===== src/rtl/refsc_regs.svh =====
`ifndef REFSC_REGS_SVH
`define REFSC_REGS_SVH

// Register offsets on the serial control bus.
`define REFSC_OFF_BIAS_CODE 8'h09
`define REFSC_OFF_MAIN_CLOCK_MHZ_FIELD_CODE 8'h0B
`define REFSC_OFF_AMP_CODE 8'h2C
`define REFSC_OFF_GEN_CTRL 8'h75
`define REFSC_OFF_MCLK_MAIN_CLOCK_MHZ_FIELD 8'h76
`define REFSC_OFF_IRQ_EN 8'h77
`define REFSC_OFF_IRQ_MASK 8'h78
`define REFSC_OFF_RESET_CMD 8'h79
`define REFSC_OFF_LOOP_DIV 8'h7A
`define REFSC_OFF_LO_DIV 8'h7B
`define REFSC_OFF_LO_PWR 8'h7C
`define REFSC_OFF_CLK_DIV 8'h7D
`define REFSC_OFF_OSC_STATUS 8'h83
`define REFSC_OFF_GEN_CTRL_RB 8'hC5
`define REFSC_OFF_MCLK_MAIN_CLOCK_MHZ_FIELD_RB 8'hC6
`define REFSC_OFF_IRQ_EN_RB 8'hC7
`define REFSC_OFF_IRQ_MASK_RB 8'hC8
`define REFSC_OFF_IRQ_STATUS 8'hC9
`define REFSC_OFF_LOOP_DIV_RB 8'hCA
`define REFSC_OFF_LO_DIV_RB 8'hCB
`define REFSC_OFF_LO_PWR_RB 8'hCC
`define REFSC_OFF_CLK_DIV_RB 8'hCD
`define REFSC_OFF_AMP_RB 8'hD6
`define REFSC_OFF_BIAS_RB 8'hD9
`define REFSC_OFF_MAIN_CLOCK_MHZ_FIELD_RB 8'hDB

// Reset values.
`define REFSC_RST_GEN_CTRL 8'h00
`define REFSC_RST_MCLK_MAIN_CLOCK_MHZ_FIELD 6'h26
`define REFSC_RST_IRQ_EN 3'h0
`define REFSC_RST_IRQ_MASK 3'h0
`define REFSC_RST_LOOP_DIV 7'h1F
`define REFSC_RST_LO_DIV 5'h03
`define REFSC_RST_LO_PWR 4'h0
`define REFSC_RST_CLK_DIV 2'h0
`define REFSC_RST_BIAS 5'h10
`define REFSC_RST_MAIN_CLOCK_MHZ_FIELD 9'h102
`define REFSC_RST_AMP 6'h20

// Interrupt bit positions and field positions.
`define REFSC_IRQ_MCLK_READY 0
`define REFSC_IRQ_RETUNE 1
`define REFSC_IRQ_TUNE_DONE 2
`define REFSC_GCR_CAL_BIT 2
`define REFSC_TIMEOUT_BIT 15

`endif


===== src/rtl/refsc_pkg.sv =====
package refsc_pkg;

  // Serial bus frame states, Gray coded along idle-addr-data-done.
  typedef enum logic [1:0] {
    SPI_IDLE = 2'b00,
    SPI_ADDR = 2'b01,
    SPI_DATA = 2'b11,
    SPI_DONE = 2'b10
  } refsc_spi_state_t;

endpackage


===== src/rtl/refsc_top.sv =====
`timescale 1ns/1ps
`include "refsc_regs.svh"
// Function
// - Serial register access works whether the main clock is on or off.
// - Main clock MHz field is bits 5:0, resets 0x26, valid 10-40.
// - Event is recorded in status only when its enable bit is set.
// - A status bit becoming one clears its matching enable bit.
// - Interrupt pin goes low while any masked status bit is one.
// - Reading the status register returns flags then clears it.
// - Reset command returns all reference registers to defaults.
// - Readbacks C5 to C8 and CA return their control registers.
// - Oscillator status shows four flags in bits 3:0, upper zero.
// - Loop divider is bits 6:0, resets 0x1F, valid 4-127.
// - Bias code is bits 4:0, resets 0x10, drives the oscillator.
// - Frequency code bits 8:0, reset 0x102, timeout flag at bit 15.
// - Calibration timeout also sets retune status when enabled.
// - Timeout flag clears on next calibration start or code write.
// - Amplitude code is bits 5:0 and resets to 0x20.
// - Calibration readbacks update on write or during calibration.
// - LO drive level is bits 3:0, resets 0, codes 13-15 invalid.
// - Clock output ratio bits 1:0, codes 0-2 divide by 1-3.
module refsc_top (
  input wire logic CLK_SYS_IN,
  input wire logic RESETN_IN,
  input wire logic SPI_CSN_IN,
  input wire logic SPI_SCLK_IN,
  input wire logic SPI_MOSI_IN,
  output logic SPI_MISO_OUT,
  output logic SPI_MISO_OE_OUT,
  input wire logic EV_MCLK_READY_IN,
  input wire logic EV_TUNE_DONE_IN,
  input wire logic EV_CAL_TIMEOUT_IN,
  input wire logic CAL_START_IN,
  input wire logic CAL_UPDATE_IN,
  input wire logic [4:0] CAL_BIAS_IN,
  input wire logic [8:0] CAL_MAIN_CLOCK_MHZ_FIELD_IN,
  input wire logic [5:0] CAL_AMP_IN,
  input wire logic [3:0] OSC_FLAGS_IN,
  output logic IRQ_N_OUT,
  output logic [7:0] GEN_CTRL_OUT,
  output logic [5:0] MCLK_MAIN_CLOCK_MHZ_FIELD_OUT,
  output logic [6:0] LOOP_DIV_OUT,
  output logic [3:0] LO_RATIO_OUT,
  output logic [4:0] LO_DIVIDE_OUT,
  output logic [3:0] LO_DRIVE_OUT,
  output logic [1:0] CLK_RATIO_OUT,
  output logic [4:0] BIAS_CODE_OUT,
  output logic [8:0] MAIN_CLOCK_MHZ_FIELD_CODE_OUT,
  output logic [5:0] AMP_CODE_OUT
);

  refsc_pkg::refsc_spi_state_t state_reg;
  logic [1:0] csn_sync_reg, sclk_sync_reg, mosi_sync_reg;
  logic sclk_prev_reg;
  logic [4:0] bit_cnt_reg;
  logic [15:0] rx_reg, tx_reg;
  logic [7:0] addr_reg;
  logic rd_reg, wide_reg;
  logic wr_strobe_reg, soft_rst_reg, isr_rd_reg;
  logic [7:0] gcr_reg;
  logic [5:0] mclk_main_clock_mhz_field_reg;
  logic [2:0] ise_reg, ism_reg, isr_reg, ev_set;
  logic [6:0] loop_divider_value_reg;
  logic [4:0] lo_div_reg;
  logic [3:0] lo_pwr_reg;
  logic [1:0] clk_div_reg;
  logic [4:0] bias_reg, bias_rb_reg;
  logic [8:0] main_clock_mhz_field_reg, main_clock_mhz_field_rb_reg;
  logic [5:0] amp_reg, amp_rb_reg;
  logic timeout_reg, irq_n_reg;
  logic sclk_rise, wr_hit_main_clock_mhz_field;
  logic [7:0] addr_full;

  // True for registers that carry sixteen data bits.
  function automatic logic is_wide(input logic [7:0] a);
    is_wide = (a == `REFSC_OFF_MAIN_CLOCK_MHZ_FIELD_CODE) || (a == `REFSC_OFF_MAIN_CLOCK_MHZ_FIELD_RB);
  endfunction

  // True for write-side offsets that accept a data phase.
  function automatic logic is_writable(input logic [7:0] a);
    case (a)
      `REFSC_OFF_BIAS_CODE, `REFSC_OFF_MAIN_CLOCK_MHZ_FIELD_CODE, `REFSC_OFF_AMP_CODE,
      `REFSC_OFF_GEN_CTRL, `REFSC_OFF_MCLK_MAIN_CLOCK_MHZ_FIELD, `REFSC_OFF_IRQ_EN,
      `REFSC_OFF_IRQ_MASK, `REFSC_OFF_LOOP_DIV, `REFSC_OFF_LO_DIV,
      `REFSC_OFF_LO_PWR, `REFSC_OFF_CLK_DIV: is_writable = 1'b1;
      default: is_writable = 1'b0;
    endcase
  endfunction

  // Read mux, left aligned so the first bit out is always bit 15.
  function automatic logic [15:0] read_word(input logic [7:0] a);
    logic [15:0] v;
    v = 16'h0000;
    case (a)
      `REFSC_OFF_OSC_STATUS: v = {4'h0, OSC_FLAGS_IN, 8'h00};
      `REFSC_OFF_GEN_CTRL_RB: v = {gcr_reg, 8'h00};
      `REFSC_OFF_MCLK_MAIN_CLOCK_MHZ_FIELD_RB: v = {2'h0, mclk_main_clock_mhz_field_reg, 8'h00};
      `REFSC_OFF_IRQ_EN_RB: v = {5'h00, ise_reg, 8'h00};
      `REFSC_OFF_IRQ_MASK_RB: v = {5'h00, ism_reg, 8'h00};
      `REFSC_OFF_IRQ_STATUS: v = {5'h00, isr_reg, 8'h00};
      `REFSC_OFF_LOOP_DIV_RB: v = {1'b0, loop_divider_value_reg, 8'h00};
      `REFSC_OFF_LO_DIV_RB: v = {3'h0, lo_div_reg, 8'h00};
      `REFSC_OFF_LO_PWR_RB: v = {4'h0, lo_pwr_reg, 8'h00};
      `REFSC_OFF_CLK_DIV_RB: v = {6'h00, clk_div_reg, 8'h00};
      `REFSC_OFF_AMP_RB: v = {2'h0, amp_rb_reg, 8'h00};
      `REFSC_OFF_BIAS_RB: v = {3'h0, bias_rb_reg, 8'h00};
      // The timeout flag rides in bit 15 so the host can see it.
      `REFSC_OFF_MAIN_CLOCK_MHZ_FIELD_RB: v = {timeout_reg, 6'h00, main_clock_mhz_field_rb_reg};
      default: v = 16'h0000;
    endcase
    read_word = v;
  endfunction

  // LO divide ratio decode: 0 gives 1, 15 gives 3, else twice the code.
  function automatic logic [4:0] lo_ratio(input logic [3:0] c);
    if (c == 4'h0) begin
      lo_ratio = 5'h01;
    end else if (c == 4'hF) begin
      lo_ratio = 5'h03;
    end else begin
      lo_ratio = {c, 1'b0};
    end
  endfunction

  // Pins are asynchronous to the system clock, so each takes two flops.
  // The edge detector reads only the second stage and its delayed copy.
  always_ff @(posedge CLK_SYS_IN or negedge RESETN_IN) begin
    if (!RESETN_IN) begin
      csn_sync_reg <= 2'h3;
      sclk_sync_reg <= 2'h0;
      mosi_sync_reg <= 2'h0;
      sclk_prev_reg <= 1'b0;
    end else begin
      csn_sync_reg <= {csn_sync_reg[0], SPI_CSN_IN};
      sclk_sync_reg <= {sclk_sync_reg[0], SPI_SCLK_IN};
      mosi_sync_reg <= {mosi_sync_reg[0], SPI_MOSI_IN};
      sclk_prev_reg <= sclk_sync_reg[1];
    end
  end

  assign sclk_rise = sclk_sync_reg[1] & ~sclk_prev_reg & ~csn_sync_reg[1];
  assign addr_full = {rx_reg[6:0], mosi_sync_reg[1]};

  // Frame engine. It runs on the system clock alone and never looks at
  // the main clock enable, so the bus stays usable with that clock off.
  always_ff @(posedge CLK_SYS_IN or negedge RESETN_IN) begin
    if (!RESETN_IN) begin
      state_reg <= refsc_pkg::SPI_IDLE;
      bit_cnt_reg <= 5'h00;
      rx_reg <= 16'h0000;
      tx_reg <= 16'h0000;
      addr_reg <= 8'h00;
      rd_reg <= 1'b0;
      wide_reg <= 1'b0;
      wr_strobe_reg <= 1'b0;
      soft_rst_reg <= 1'b0;
      isr_rd_reg <= 1'b0;
    end else begin
      wr_strobe_reg <= 1'b0;
      soft_rst_reg <= 1'b0;
      isr_rd_reg <= 1'b0;
      if (csn_sync_reg[1]) begin
        state_reg <= refsc_pkg::SPI_IDLE;
        rd_reg <= 1'b0;
      end else begin
        case (state_reg)
          refsc_pkg::SPI_IDLE: begin
            bit_cnt_reg <= 5'h00;
            state_reg <= refsc_pkg::SPI_ADDR;
          end
          refsc_pkg::SPI_ADDR: begin
            if (sclk_rise) begin
              rx_reg <= {rx_reg[14:0], mosi_sync_reg[1]};
              bit_cnt_reg <= bit_cnt_reg + 5'h01;
              if (bit_cnt_reg == 5'h07) begin
                addr_reg <= addr_full;
                wide_reg <= is_wide(addr_full);
                bit_cnt_reg <= 5'h00;
                if (addr_full == `REFSC_OFF_RESET_CMD) begin
                  soft_rst_reg <= 1'b1;
                  state_reg <= refsc_pkg::SPI_DONE;
                end else if (addr_full >= 8'h80) begin
                  tx_reg <= read_word(addr_full);
                  rd_reg <= 1'b1;
                  isr_rd_reg <= (addr_full == `REFSC_OFF_IRQ_STATUS);
                  state_reg <= refsc_pkg::SPI_DATA;
                end else if (is_writable(addr_full)) begin
                  state_reg <= refsc_pkg::SPI_DATA;
                end else begin
                  state_reg <= refsc_pkg::SPI_DONE;
                end
              end
            end
          end
          refsc_pkg::SPI_DATA: begin
            if (sclk_rise) begin
              rx_reg <= {rx_reg[14:0], mosi_sync_reg[1]};
              tx_reg <= {tx_reg[14:0], 1'b0};
              bit_cnt_reg <= bit_cnt_reg + 5'h01;
              if (bit_cnt_reg == (wide_reg ? 5'h0F : 5'h07)) begin
                wr_strobe_reg <= ~rd_reg;
                rd_reg <= 1'b0;
                state_reg <= refsc_pkg::SPI_DONE;
              end
            end
          end
          refsc_pkg::SPI_DONE: begin
            state_reg <= refsc_pkg::SPI_DONE;
          end
          default: begin
            state_reg <= refsc_pkg::SPI_IDLE;
          end
        endcase
      end
    end
  end

  // Reply pin: most significant bit first, driven only during a read.
  always_ff @(posedge CLK_SYS_IN or negedge RESETN_IN) begin
    if (!RESETN_IN) begin
      SPI_MISO_OUT <= 1'b0;
      SPI_MISO_OE_OUT <= 1'b0;
    end else begin
      SPI_MISO_OUT <= tx_reg[15];
      SPI_MISO_OE_OUT <= rd_reg & ~csn_sync_reg[1];
    end
  end

  // A narrow write carries its byte in the low eight received bits.
  function automatic logic hit(input logic [7:0] a);
    hit = wr_strobe_reg && (addr_reg == a);
  endfunction

  assign wr_hit_main_clock_mhz_field = hit(`REFSC_OFF_MAIN_CLOCK_MHZ_FIELD_CODE);

  // Plain control registers. The reset command restores them all.
  always_ff @(posedge CLK_SYS_IN or negedge RESETN_IN) begin
    if (!RESETN_IN) begin
      mclk_main_clock_mhz_field_reg <= `REFSC_RST_MCLK_MAIN_CLOCK_MHZ_FIELD;
      ism_reg <= `REFSC_RST_IRQ_MASK;
      loop_divider_value_reg <= `REFSC_RST_LOOP_DIV;
      lo_div_reg <= `REFSC_RST_LO_DIV;
      lo_pwr_reg <= `REFSC_RST_LO_PWR;
      clk_div_reg <= `REFSC_RST_CLK_DIV;
    end else if (soft_rst_reg) begin
      mclk_main_clock_mhz_field_reg <= `REFSC_RST_MCLK_MAIN_CLOCK_MHZ_FIELD;
      ism_reg <= `REFSC_RST_IRQ_MASK;
      loop_divider_value_reg <= `REFSC_RST_LOOP_DIV;
      lo_div_reg <= `REFSC_RST_LO_DIV;
      lo_pwr_reg <= `REFSC_RST_LO_PWR;
      clk_div_reg <= `REFSC_RST_CLK_DIV;
    end else begin
      // Out-of-range codes are stored as written; the host owns range.
      if (hit(`REFSC_OFF_MCLK_MAIN_CLOCK_MHZ_FIELD)) mclk_main_clock_mhz_field_reg <= rx_reg[5:0];
      if (hit(`REFSC_OFF_IRQ_MASK)) ism_reg <= rx_reg[2:0];
      if (hit(`REFSC_OFF_LOOP_DIV)) loop_divider_value_reg <= rx_reg[6:0];
      if (hit(`REFSC_OFF_LO_DIV)) lo_div_reg <= rx_reg[4:0];
      if (hit(`REFSC_OFF_LO_PWR)) lo_pwr_reg <= rx_reg[3:0];
      if (hit(`REFSC_OFF_CLK_DIV)) clk_div_reg <= rx_reg[1:0];
    end
  end

  // General control; its calibration trigger self-clears on completion.
  always_ff @(posedge CLK_SYS_IN or negedge RESETN_IN) begin
    if (!RESETN_IN) begin
      gcr_reg <= `REFSC_RST_GEN_CTRL;
    end else if (soft_rst_reg) begin
      gcr_reg <= `REFSC_RST_GEN_CTRL;
    end else if (hit(`REFSC_OFF_GEN_CTRL)) begin
      gcr_reg <= rx_reg[7:0];
    end else if (EV_TUNE_DONE_IN) begin
      gcr_reg[`REFSC_GCR_CAL_BIT] <= 1'b0;
    end
  end

  // Events gated by their enables; a timeout counts as a retune event.
  assign ev_set = {EV_TUNE_DONE_IN, EV_CAL_TIMEOUT_IN, EV_MCLK_READY_IN}
                  & ise_reg;

  // Enables: a write loads them, then any bit whose status sets is
  // dropped in the same cycle so one event fires once per arming.
  always_ff @(posedge CLK_SYS_IN or negedge RESETN_IN) begin
    if (!RESETN_IN) begin
      ise_reg <= `REFSC_RST_IRQ_EN;
    end else if (soft_rst_reg) begin
      ise_reg <= `REFSC_RST_IRQ_EN;
    end else if (hit(`REFSC_OFF_IRQ_EN)) begin
      ise_reg <= rx_reg[2:0] & ~ev_set;
    end else begin
      ise_reg <= ise_reg & ~ev_set;
    end
  end

  // Status is cleared by a read, but an event in that cycle survives.
  always_ff @(posedge CLK_SYS_IN or negedge RESETN_IN) begin
    if (!RESETN_IN) begin
      isr_reg <= 3'h0;
    end else if (soft_rst_reg) begin
      isr_reg <= 3'h0;
    end else begin
      isr_reg <= (isr_rd_reg ? 3'h0 : isr_reg) | ev_set;
    end
  end

  // Interrupt pin is a registered level, one cycle behind the status.
  always_ff @(posedge CLK_SYS_IN or negedge RESETN_IN) begin
    if (!RESETN_IN) begin
      irq_n_reg <= 1'b1;
    end else begin
      irq_n_reg <= ~|(isr_reg & ism_reg);
    end
  end

  // Calibration code registers feed the oscillator directly.
  always_ff @(posedge CLK_SYS_IN or negedge RESETN_IN) begin
    if (!RESETN_IN) begin
      bias_reg <= `REFSC_RST_BIAS;
      main_clock_mhz_field_reg <= `REFSC_RST_MAIN_CLOCK_MHZ_FIELD;
      amp_reg <= `REFSC_RST_AMP;
    end else if (soft_rst_reg) begin
      bias_reg <= `REFSC_RST_BIAS;
      main_clock_mhz_field_reg <= `REFSC_RST_MAIN_CLOCK_MHZ_FIELD;
      amp_reg <= `REFSC_RST_AMP;
    end else begin
      if (hit(`REFSC_OFF_BIAS_CODE)) bias_reg <= rx_reg[4:0];
      if (wr_hit_main_clock_mhz_field) main_clock_mhz_field_reg <= rx_reg[8:0];
      if (hit(`REFSC_OFF_AMP_CODE)) amp_reg <= rx_reg[5:0];
    end
  end

  // Readbacks follow a write, or take the calibrator's live results.
  always_ff @(posedge CLK_SYS_IN or negedge RESETN_IN) begin
    if (!RESETN_IN) begin
      bias_rb_reg <= `REFSC_RST_BIAS;
      main_clock_mhz_field_rb_reg <= `REFSC_RST_MAIN_CLOCK_MHZ_FIELD;
      amp_rb_reg <= `REFSC_RST_AMP;
    end else if (soft_rst_reg) begin
      bias_rb_reg <= `REFSC_RST_BIAS;
      main_clock_mhz_field_rb_reg <= `REFSC_RST_MAIN_CLOCK_MHZ_FIELD;
      amp_rb_reg <= `REFSC_RST_AMP;
    end else if (CAL_UPDATE_IN) begin
      bias_rb_reg <= CAL_BIAS_IN;
      main_clock_mhz_field_rb_reg <= CAL_MAIN_CLOCK_MHZ_FIELD_IN;
      amp_rb_reg <= CAL_AMP_IN;
    end else begin
      if (hit(`REFSC_OFF_BIAS_CODE)) bias_rb_reg <= rx_reg[4:0];
      if (wr_hit_main_clock_mhz_field) main_clock_mhz_field_rb_reg <= rx_reg[8:0];
      if (hit(`REFSC_OFF_AMP_CODE)) amp_rb_reg <= rx_reg[5:0];
    end
  end

  // Timeout flag: a new timeout wins over a clear in the same cycle.
  always_ff @(posedge CLK_SYS_IN or negedge RESETN_IN) begin
    if (!RESETN_IN) begin
      timeout_reg <= 1'b0;
    end else if (soft_rst_reg) begin
      timeout_reg <= 1'b0;
    end else begin
      timeout_reg <= EV_CAL_TIMEOUT_IN
        | (timeout_reg & ~(CAL_START_IN | wr_hit_main_clock_mhz_field));
    end
  end

  // Control outputs come straight from their flops, except LO_DIVIDE_OUT, which is decoded from lo_div_reg.
  assign IRQ_N_OUT = irq_n_reg;
  assign GEN_CTRL_OUT = gcr_reg;
  assign MCLK_MAIN_CLOCK_MHZ_FIELD_OUT = mclk_main_clock_mhz_field_reg;
  assign LOOP_DIV_OUT = loop_divider_value_reg;
  assign LO_RATIO_OUT = lo_div_reg[3:0];
  assign LO_DIVIDE_OUT = lo_ratio(lo_div_reg[3:0]);
  assign LO_DRIVE_OUT = lo_pwr_reg;
  assign CLK_RATIO_OUT = clk_div_reg;
  assign BIAS_CODE_OUT = bias_reg;
  assign MAIN_CLOCK_MHZ_FIELD_CODE_OUT = main_clock_mhz_field_reg;
  assign AMP_CODE_OUT = amp_reg;

  // Checks that tie outputs and state to their causes.
  a_enable_gates_event: assert property (@(posedge CLK_SYS_IN)
    disable iff (!RESETN_IN) (!soft_rst_reg && !ise_reg[0] && !isr_rd_reg
    && !isr_reg[0]) |=> !isr_reg[0]) else $error("status set while disabled");
  a_status_drops_enable: assert property (@(posedge CLK_SYS_IN)
    disable iff (!RESETN_IN) (ev_set[1] && !soft_rst_reg)
    |=> isr_reg[1] && !ise_reg[1]) else $error("enable not dropped");
  a_irq_pin_low: assert property (@(posedge CLK_SYS_IN)
    disable iff (!RESETN_IN) (|(isr_reg & ism_reg)) |=> !IRQ_N_OUT)
    else $error("irq pin not low");
  a_irq_pin_high: assert property (@(posedge CLK_SYS_IN)
    disable iff (!RESETN_IN) !(|(isr_reg & ism_reg)) |=> IRQ_N_OUT)
    else $error("irq pin stuck low");
  a_read_clears_status: assert property (@(posedge CLK_SYS_IN)
    disable iff (!RESETN_IN) (isr_rd_reg && !soft_rst_reg)
    |=> isr_reg == $past(ev_set)) else $error("status not cleared");
  a_soft_reset_loads: assert property (@(posedge CLK_SYS_IN)
    disable iff (!RESETN_IN) soft_rst_reg |=> mclk_main_clock_mhz_field_reg == 6'h26
    && loop_divider_value_reg == 7'h1F && main_clock_mhz_field_reg == 9'h102 && lo_div_reg == 5'h03)
    else $error("defaults not restored");
  a_timeout_retune: assert property (@(posedge CLK_SYS_IN)
    disable iff (!RESETN_IN) (EV_CAL_TIMEOUT_IN && !soft_rst_reg)
    |=> timeout_reg && (isr_reg[1] || !$past(ise_reg[1])))
    else $error("timeout not recorded");
  a_timeout_clear: assert property (@(posedge CLK_SYS_IN)
    disable iff (!RESETN_IN) (CAL_START_IN && !EV_CAL_TIMEOUT_IN)
    |=> !timeout_reg) else $error("timeout not cleared");
  a_lo_ratio_decode: assert property (@(posedge CLK_SYS_IN)
    disable iff (!RESETN_IN) (LO_RATIO_OUT == 4'hF) |-> LO_DIVIDE_OUT == 5'h03)
    else $error("lo ratio decode wrong");
  a_miso_only_read: assert property (@(posedge CLK_SYS_IN)
    disable iff (!RESETN_IN) csn_sync_reg[1] |=> !SPI_MISO_OE_OUT)
    else $error("reply driven while idle");

  c_status_read: cover property (@(posedge CLK_SYS_IN)
    disable iff (!RESETN_IN) isr_rd_reg && |isr_reg);
  c_soft_reset: cover property (@(posedge CLK_SYS_IN)
    disable iff (!RESETN_IN) soft_rst_reg);
  c_wide_write: cover property (@(posedge CLK_SYS_IN)
    disable iff (!RESETN_IN) wr_hit_main_clock_mhz_field);

endmodule


===== config.mk =====
export PLATFORM = sky130hd
export DESIGN_NAME = refsc_top
export DESIGN_NICKNAME = d
export VERILOG_FILES = /design/src/rtl/refsc_pkg.sv /design/src/rtl/refsc_top.sv
export VERILOG_INCLUDE_DIRS = /design/src /design/src/rtl
export SDC_FILE = /design/constraint.sdc
export NUM_CORES = 1
export LEC_CHECK = 0
export ABC_AREA = 1
export BUFFER_PORTS_ARGS = -buffer_cell sky130_fd_sc_hd__buf_2
export CAP_MARGIN = 20
export CORE_ASPECT_RATIO = 1.25
export CORE_UTILIZATION = 25
export CTS_CLUSTER_SIZE = 10
export DETAILED_ROUTE_END_ITERATION = 6
export PLACE_DENSITY_LB_ADDON = 0.08
export SLEW_MARGIN = 20
export SYNTH_ARGS = -nofsm -noshare
export SYNTH_HDL_FRONTEND = slang
export SYNTH_SLANG_ARGS = --single-unit
export TNS_END_PERCENT = 100

===== constraint.sdc =====
create_clock -name CLK_SYS_IN -period 4.2 [get_ports CLK_SYS_IN]
set_input_delay 0.84 -clock CLK_SYS_IN [delete_from_list [all_inputs] [get_ports CLK_SYS_IN]]
set_output_delay 0.84 -clock CLK_SYS_IN [all_outputs]
set_load 0.03 [all_outputs]

# Word level (Yosys, flattened, before mapping)
# Index checks and enable logic that the tools add are counted.
totals:
  regBits: 137
  output_inout_bits: 59
classes:
  addsub: 1
  magnitude_cmp: 1
  n_eq_ne: 53
  muxes: 87
  bitwise_logic: 16
  reduce_logical: 41
op_table:
  columns: ["op", "n"]
  rows:
  - ["$pmux W16 S13", 1]
  - ["$eq A8 B7 Y1 const B", 17]
  - ["$eq A8 B8 Y1 const B", 13]
  - ["$mux W16", 5]
  - ["$mux W5", 12]
  - ["$mux W6", 6]
  - ["$mux W9", 4]
  - ["$mux W1", 35]
  - ["$eq A8 B4 Y1 const B", 4]
  - ["$pmux W16 S2", 1]
  - ["$reduce_bool A2 Y1", 11]
  - ["$mux W3", 6]
  - ["$ne A3 B3 Y1 const B", 6]
  - ["$reduce_bool A3 Y1", 6]
  - ["$eq A8 B6 Y1 const B", 2]
  - ["$mux W2", 8]
  - ["$pmux W5 S3", 1]
  - ["$mux W7", 2]
  - ["$reduce_and A7 Y1", 2]
  - ["$and A3 B3 Y3", 4]
  - ["$mux W4", 3]
  - ["$reduce_and A4 Y1", 3]
  - ["$logic_and A1 B1 Y1", 11]
  - ["$reduce_or A11 Y1", 1]
  - ["23 further kinds", 35]

# Depth between registers and ports, before layout
logic_depth:
  ltp_word: 16
  mapped_depth: 12
  ltp_nobuf: 11

# Worst setup path before layout
# Ideal clock, no wire load.
synth_timing:
  path_type: "register to output"
  start: "reg lo_div_reg[0]"
  end: "out LO_DIVIDE_OUT[0]"
  t_arrival_ps: 1317
  slack_ps: 2043
  path_stages_with_launch: 4
  path_buffers: 0
  path_cell_list: "dfstp_2 inv_1 nor4_1 a31o_2"
synth_via:
  elab_chain_cells: 3
  elab_cells_between_ends: 4
  classes_between: "eq/ne (1); mux (2); reduce/logical (1)"
synth_rtl:
  columns: ["item", "line", "source"]
  rows:
  - ["from (decl)", "refsc_top.sv:64", "logic [4:0] lo_div_reg;"]
  - ["from (signal assigned)", "refsc_top.sv:242", "lo_div_reg <= `REFSC_RST_LO_DIV;"]
  - ["from (signal assigned)", "refsc_top.sv:249", "lo_div_reg <= `REFSC_RST_LO_DIV;"]
  - ["from (signal assigned)", "refsc_top.sv:257", "if (hit(`REFSC_OFF_LO_DIV)) lo_div_reg <= rx_reg[4:0];"]
  - ["$eq A4 B4 Y1", "refsc_top.sv:118", "end else if (c == 4'hF) begin"]
  - ["$mux W5", "refsc_top.sv:118", null]
  - ["$mux W5 (*)", "refsc_top.sv:116", "if (c == 4'h0) begin"]
  - ["to (decl)", "refsc_top.sv:44", "output logic [4:0] LO_DIVIDE_OUT,"]
# Mark *: on every way between the ends. The rest lies on a longest branch, timed or not.

# Worst setup path after layout
# Ends and elaborated chain as after synthesis.

==> flow_summary.html <==
<table>
<tr><th>Metric</th><th>Value</th></tr>
<tr><th colspan="2">Run status</th></tr>
<tr><td>Run status</td><td>finished clean</td></tr>
<tr><th colspan="2">Detailed routing</th></tr>
<tr><td>Routed wire length</td><td>23290 µm</td></tr>
<tr><td>Residual DRC count</td><td>0</td></tr>
<tr><td>Average wire per cell in the routed design</td><td>18.36 µm</td></tr>
<tr><td>Remaining antenna violation count after routing</td><td>0</td></tr>
<tr><td>Via-to-Cell Ratio</td><td>4.535</td></tr>
<tr><td>Total number of vias</td><td>5755</td></tr>
<tr><td>TritonRoute pass-1 iters</td><td>5</td></tr>
<tr><td>Initial drt markers</td><td>376</td></tr>
<tr><th colspan="2">Worst setup path</th></tr>
<tr><td>Critical path startpoint</td><td>lo_div_reg[0]</td></tr>
<tr><td>Start-to-end type of the worst setup path</td><td>register to primary output</td></tr>
<tr><td>Slowest-stage cell, CP</td><td>dfstp_2</td></tr>
<tr><td>Maximum fanout count along the critical path</td><td>4</td></tr>
<tr><td>End point of the critical path</td><td>LO_DIVIDE_OUT[0]</td></tr>
<tr><td>Crit. path cell count</td><td>4</td></tr>
<tr><td>Startpoint Class</td><td>register</td></tr>
<tr><td>Delay of the slowest cell on the worst path</td><td>0.56 ns</td></tr>
<tr><td>FF-to-FF Start</td><td>state_reg[0]</td></tr>
<tr><td>Worst endpoint data arrival time</td><td>1.95 ns</td></tr>
<tr><td>Reg-to-reg critical path endpoint</td><td>tx_reg[6]</td></tr>
<tr><td>Worst setup EP type</td><td>primary output</td></tr>
<tr><td>Setup slack of the worst register-to-register path</td><td>1.83 ns</td></tr>
<tr><td>Worst path bufs/invs</td><td>2</td></tr>
<tr><td>Critical path, cell by cell</td><td>inv_1, nor4_1, a31o_2, buf_2</td></tr>
<tr><td>Largest delay share family, worst path</td><td>flip-flops</td></tr>
<tr><td>Data required, critical path</td><td>3.36 ns</td></tr>
<tr><td>Depth of the most critical reg-to-reg path</td><td>5</td></tr>
<tr><th colspan="2">Synth</th></tr>
<tr><td>Synthesized instance count</td><td>834</td></tr>
<tr><td>Distinct cell type count of the synthesized netlist</td><td>42</td></tr>
<tr><td>Net count after synthesis</td><td>869</td></tr>
<tr><td>Syn. warnings</td><td>0</td></tr>
<tr><td>Commonest register cell after synthesis</td><td>dfrtp_1</td></tr>
<tr><td>Share of flip-flops with an asynchronous set or reset</td><td>100.0%</td></tr>
<tr><td>Post-Synthesis Cell Area</td><td>6661 µm²</td></tr>
<tr><td>Avg Inst Size Synth</td><td>7.987 µm²</td></tr>
<tr><td>Synthesized flop and latch total</td><td>137</td></tr>
<tr><td>Post-synth EDFFs</td><td>0</td></tr>
<tr><td>Seq/Total Area, Yosys</td><td>51.86%</td></tr>
<tr><th colspan="2">CTS</th></tr>
<tr><td>Maximum root-to-sink buffer count</td><td>2</td></tr>
<tr><td>Clk sinks</td><td>137</td></tr>
<tr><td>Clock latency reported for the late side of the worst-skew pair</td><td>0.43 ns</td></tr>
<tr><td>Number of CTS-inserted buffers</td><td>17</td></tr>
<tr><td>H-tree depth</td><td>4</td></tr>
<tr><td>Clock input transition at the sequential cells of the worst setup and hold paths</td><td>0.07 ns</td></tr>
<tr><td>Clock root buffer</td><td>clkbuf_16</td></tr>
<tr><td># hold bufs at CTS</td><td>0</td></tr>
<tr><td>CTS tree</td><td>built</td></tr>
<tr><td>Number of post-CTS setup repair buffers</td><td>0</td></tr>
<tr><td>Number of resized instances in the post-cts repair step</td><td>0</td></tr>
<tr><th colspan="2">Power</th></tr>
<tr><td>Peak supply drop</td><td>0.0002069 V</td></tr>
<tr><td>Leakage</td><td>3.741 nW</td></tr>
<tr><td>Pwr Density</td><td>464.4 nW/µm²</td></tr>
<tr><th colspan="2">Floorplan</th></tr>
<tr><td>Effective utilization at floorplan</td><td>25.53%</td></tr>
<tr><td>Die Area</td><td>27310 µm²</td></tr>
<tr><td>DIE HEIGHT</td><td>184.5 µm</td></tr>
<tr><td>Number of core rows</td><td>66</td></tr>
<tr><td>X dimension of the die</td><td>148 µm</td></tr>
<tr><td>Boundary pin count</td><td>93</td></tr>
<tr><td>Core Box Area</td><td>26100 µm²</td></tr>
<tr><th colspan="2">Global route</th></tr>
<tr><td>Pin count of the biggest net entering global routing</td><td>84</td></tr>
<tr><td>Initial antenna violation count</td><td>0</td></tr>
<tr><td>First-pass GRT wire length</td><td>36110 µm</td></tr>
<tr><td>Global-route usage over all layers</td><td>17.99%</td></tr>
<tr><td>Number of global-route vias before repair</td><td>5832</td></tr>
<tr><td>Total overflow reported by the global router</td><td>0</td></tr>
<tr><th colspan="2">Place</th></tr>
<tr><td>Placed wire-length estimate</td><td>17090 µm</td></tr>
<tr><td>Routability-driven placement congestion ratio</td><td>0.8000</td></tr>
<tr><td>Dpl cell area</td><td>7431 µm²</td></tr>
<tr><td>Number of input and output port buffers inserted</td><td>92</td></tr>
<tr><th colspan="2">STA</th></tr>
<tr><td>Setup TNS Final</td><td>0 ns</td></tr>
<tr><td>Timing-limited maximum frequency</td><td>358.5 MHz</td></tr>
<tr><td>Number of failing setup endpoints in the final timing report</td><td>0</td></tr>
<tr><td>Worst-case headroom to the max-slew limit</td><td>44.63%</td></tr>
<tr><td>Setup repair after global routing missed its margin</td><td>false</td></tr>
<tr><td>Clock period minus worst slack</td><td>2.789 ns</td></tr>
<tr><td>Slew @ Worst Pin</td><td>0.8285 ns</td></tr>
<tr><td>Number of hold-slack violations in the final timing report</td><td>0</td></tr>
<tr><td>Worst Clk Skew</td><td>0.01836 ns</td></tr>
<tr><td>Fraction of the cycle the final worst path needs</td><td>66.41%</td></tr>
<tr><td>Final Max Slew Viols</td><td>0</td></tr>
<tr><th colspan="2">Cells and area</th></tr>
<tr><td>Max FFs per register</td><td>16</td></tr>
<tr><td>Total non-filler cell area in the finished layout</td><td>8013 µm²</td></tr>
<tr><td>Number of nets in the layout</td><td>951</td></tr>
<tr><td>Layout-stage area growth over the synthesis result</td><td>20.29%</td></tr>
<tr><td>Number of diodes</td><td>0</td></tr>
<tr><td>Share of cells above drive strength 1</td><td>20.67%</td></tr>
<tr><th colspan="2">Worst hold path</th></tr>
<tr><td>Hold WC Path Type</td><td>register to register</td></tr>
<tr><th colspan="2">Flow run</th></tr>
<tr><td>Max Cap Viol</td><td>0</td></tr>
</table>
cell type report:
cell class                      count  area [µm²]
Clock buffer                       18       439.2
Clock inverter                     14       142.6
Fill cell                        2908       18080
Inverter                           79       299.0
Multi-Input combinational cell    581        2713
Sequential cell                   137        3455
Tap cell                          340       425.4
Timing Repair Buffer              100       539.3
cell usage after synthesis (4+ instances only):
| master | number | area share (%) |
|---|---|---|
| clkbuf_1 | 14 | 0.79 |
| a31oi_1 | 6 | 0.56 |
| nand2_2 | 4 | 0.38 |
| nand2_1 | 220 | 12 |
| o21ai_0 | 100 | 7.5 |
| inv_2 | 10 | 0.56 |
| nor3_1 | 11 | 0.83 |
| nand4_1 | 4 | 0.38 |
| o211ai_1 | 4 | 0.45 |
| nor2_1 | 76 | 4.3 |
| buf_4 | 7 | 0.79 |
| buf_2 | 12 | 0.90 |
| dfstp_2 | 21 | 8.3 |
| nor2_4 | 6 | 1.0 |
| o21ai_1 | 10 | 0.75 |
| dfrtp_1 | 116 | 44 |
| nor2_2 | 7 | 0.66 |
| a21oi_1 | 37 | 2.8 |
| inv_1 | 67 | 3.8 |
| nand3_1 | 70 | 5.3 |
| a21oi_2 | 5 | 0.66 |
through the flow:
step / setup WS, ns / hold slack [ns] / utilization, % / power (mW) / cells
CTS: 1.395 / 0.3579 / 30.71 / 3.774 / 1269
floorplan: 2.043 / 0.3312 / - / 1.977 / 834
detailed placement: 1.808 / 0.3466 / 28.48 / 2.244 / 1237
global placement: 1.809 / 0.3399 / 28.48 / 2.251 / 1237
global route: 1.263 / 0.3671 / 30.71 / 3.921 / 1269
finish: 1.411 / 0.3560 / 30.71 / 3.721 / 1269
layout by cell type (no fill, tap or decap), types with 4 or more instances in the layout:
cell type	netlist	layout
o21ai_1	10	10
inv_1	67	67
nand3_1	70	70
inv_8	0	5
nand4_1	4	4
a21oi_1	37	37
buf_4	7	7
buf_2	12	91
inv_6	0	6
a21oi_2	5	5
o21ai_0	100	100
nor2_2	7	7
nand2_2	4	4
dfstp_2	21	21
nor3_1	11	11
o211ai_1	4	4
inv_2	10	10
a31oi_1	6	6
nand2_1	220	220
nor2_4	6	6
dfrtp_1	116	116
nor2_1	76	76
clkbuf_16	0	17
kinds of logic after synthesis:
logic type                 share of synthesized area, %
DFF                                               51.86
AOI/OAI and AO/OA                                 14.11
and+or+nand+nor                                   26.30
buffers and inverters                             7.419
xor gates and xnor gates                         0.1315
adders and majority gates                        0.1878
metal layers:
layer  global-route usage, %  vias up  part of all wire [%]
li1                        -     2891                     -
met1                   24.41     2750                    48
met2                   29.65      103                    48
met3                   2.599       11                   2.8
met4                   4.948        0                   1.2
met5                       0        -                     0
how the worst min path moves through the flow:
stage	startpoint	end	slack, ns	cells after the start
after floorplan	mosi_sync_reg[0]	mosi_sync_reg[1]	0.33	0
after detailed placement	mosi_sync_reg[0]	mosi_sync_reg[1]	0.35	0
after global placement	mosi_sync_reg[0]	mosi_sync_reg[1]	0.34	0
after CTS	csn_sync_reg[0]	csn_sync_reg[1]	0.36	0
final	csn_sync_reg[0]	csn_sync_reg[1]	0.36	0
after global routing	csn_sync_reg[0]	csn_sync_reg[1]	0.37	0
worst register-to-register path: stages (launching register included):
cell and delay [ns]:
dfrtp_1 0.46, nand2_1 0.54, inv_1 0.66, nor3_1 0.10, o21ai_0 0.32, o21ai_0 0.16
report_power, final:
group	total [mW]	leakage, nW	internal, mW	switching (mW)
logic	0.637	1.70	0.166	0.471
clock network	1.51	0.289	0.811	0.701
registers	1.57	1.76	1.45	0.119
Power figures use the tool's default switching activity.
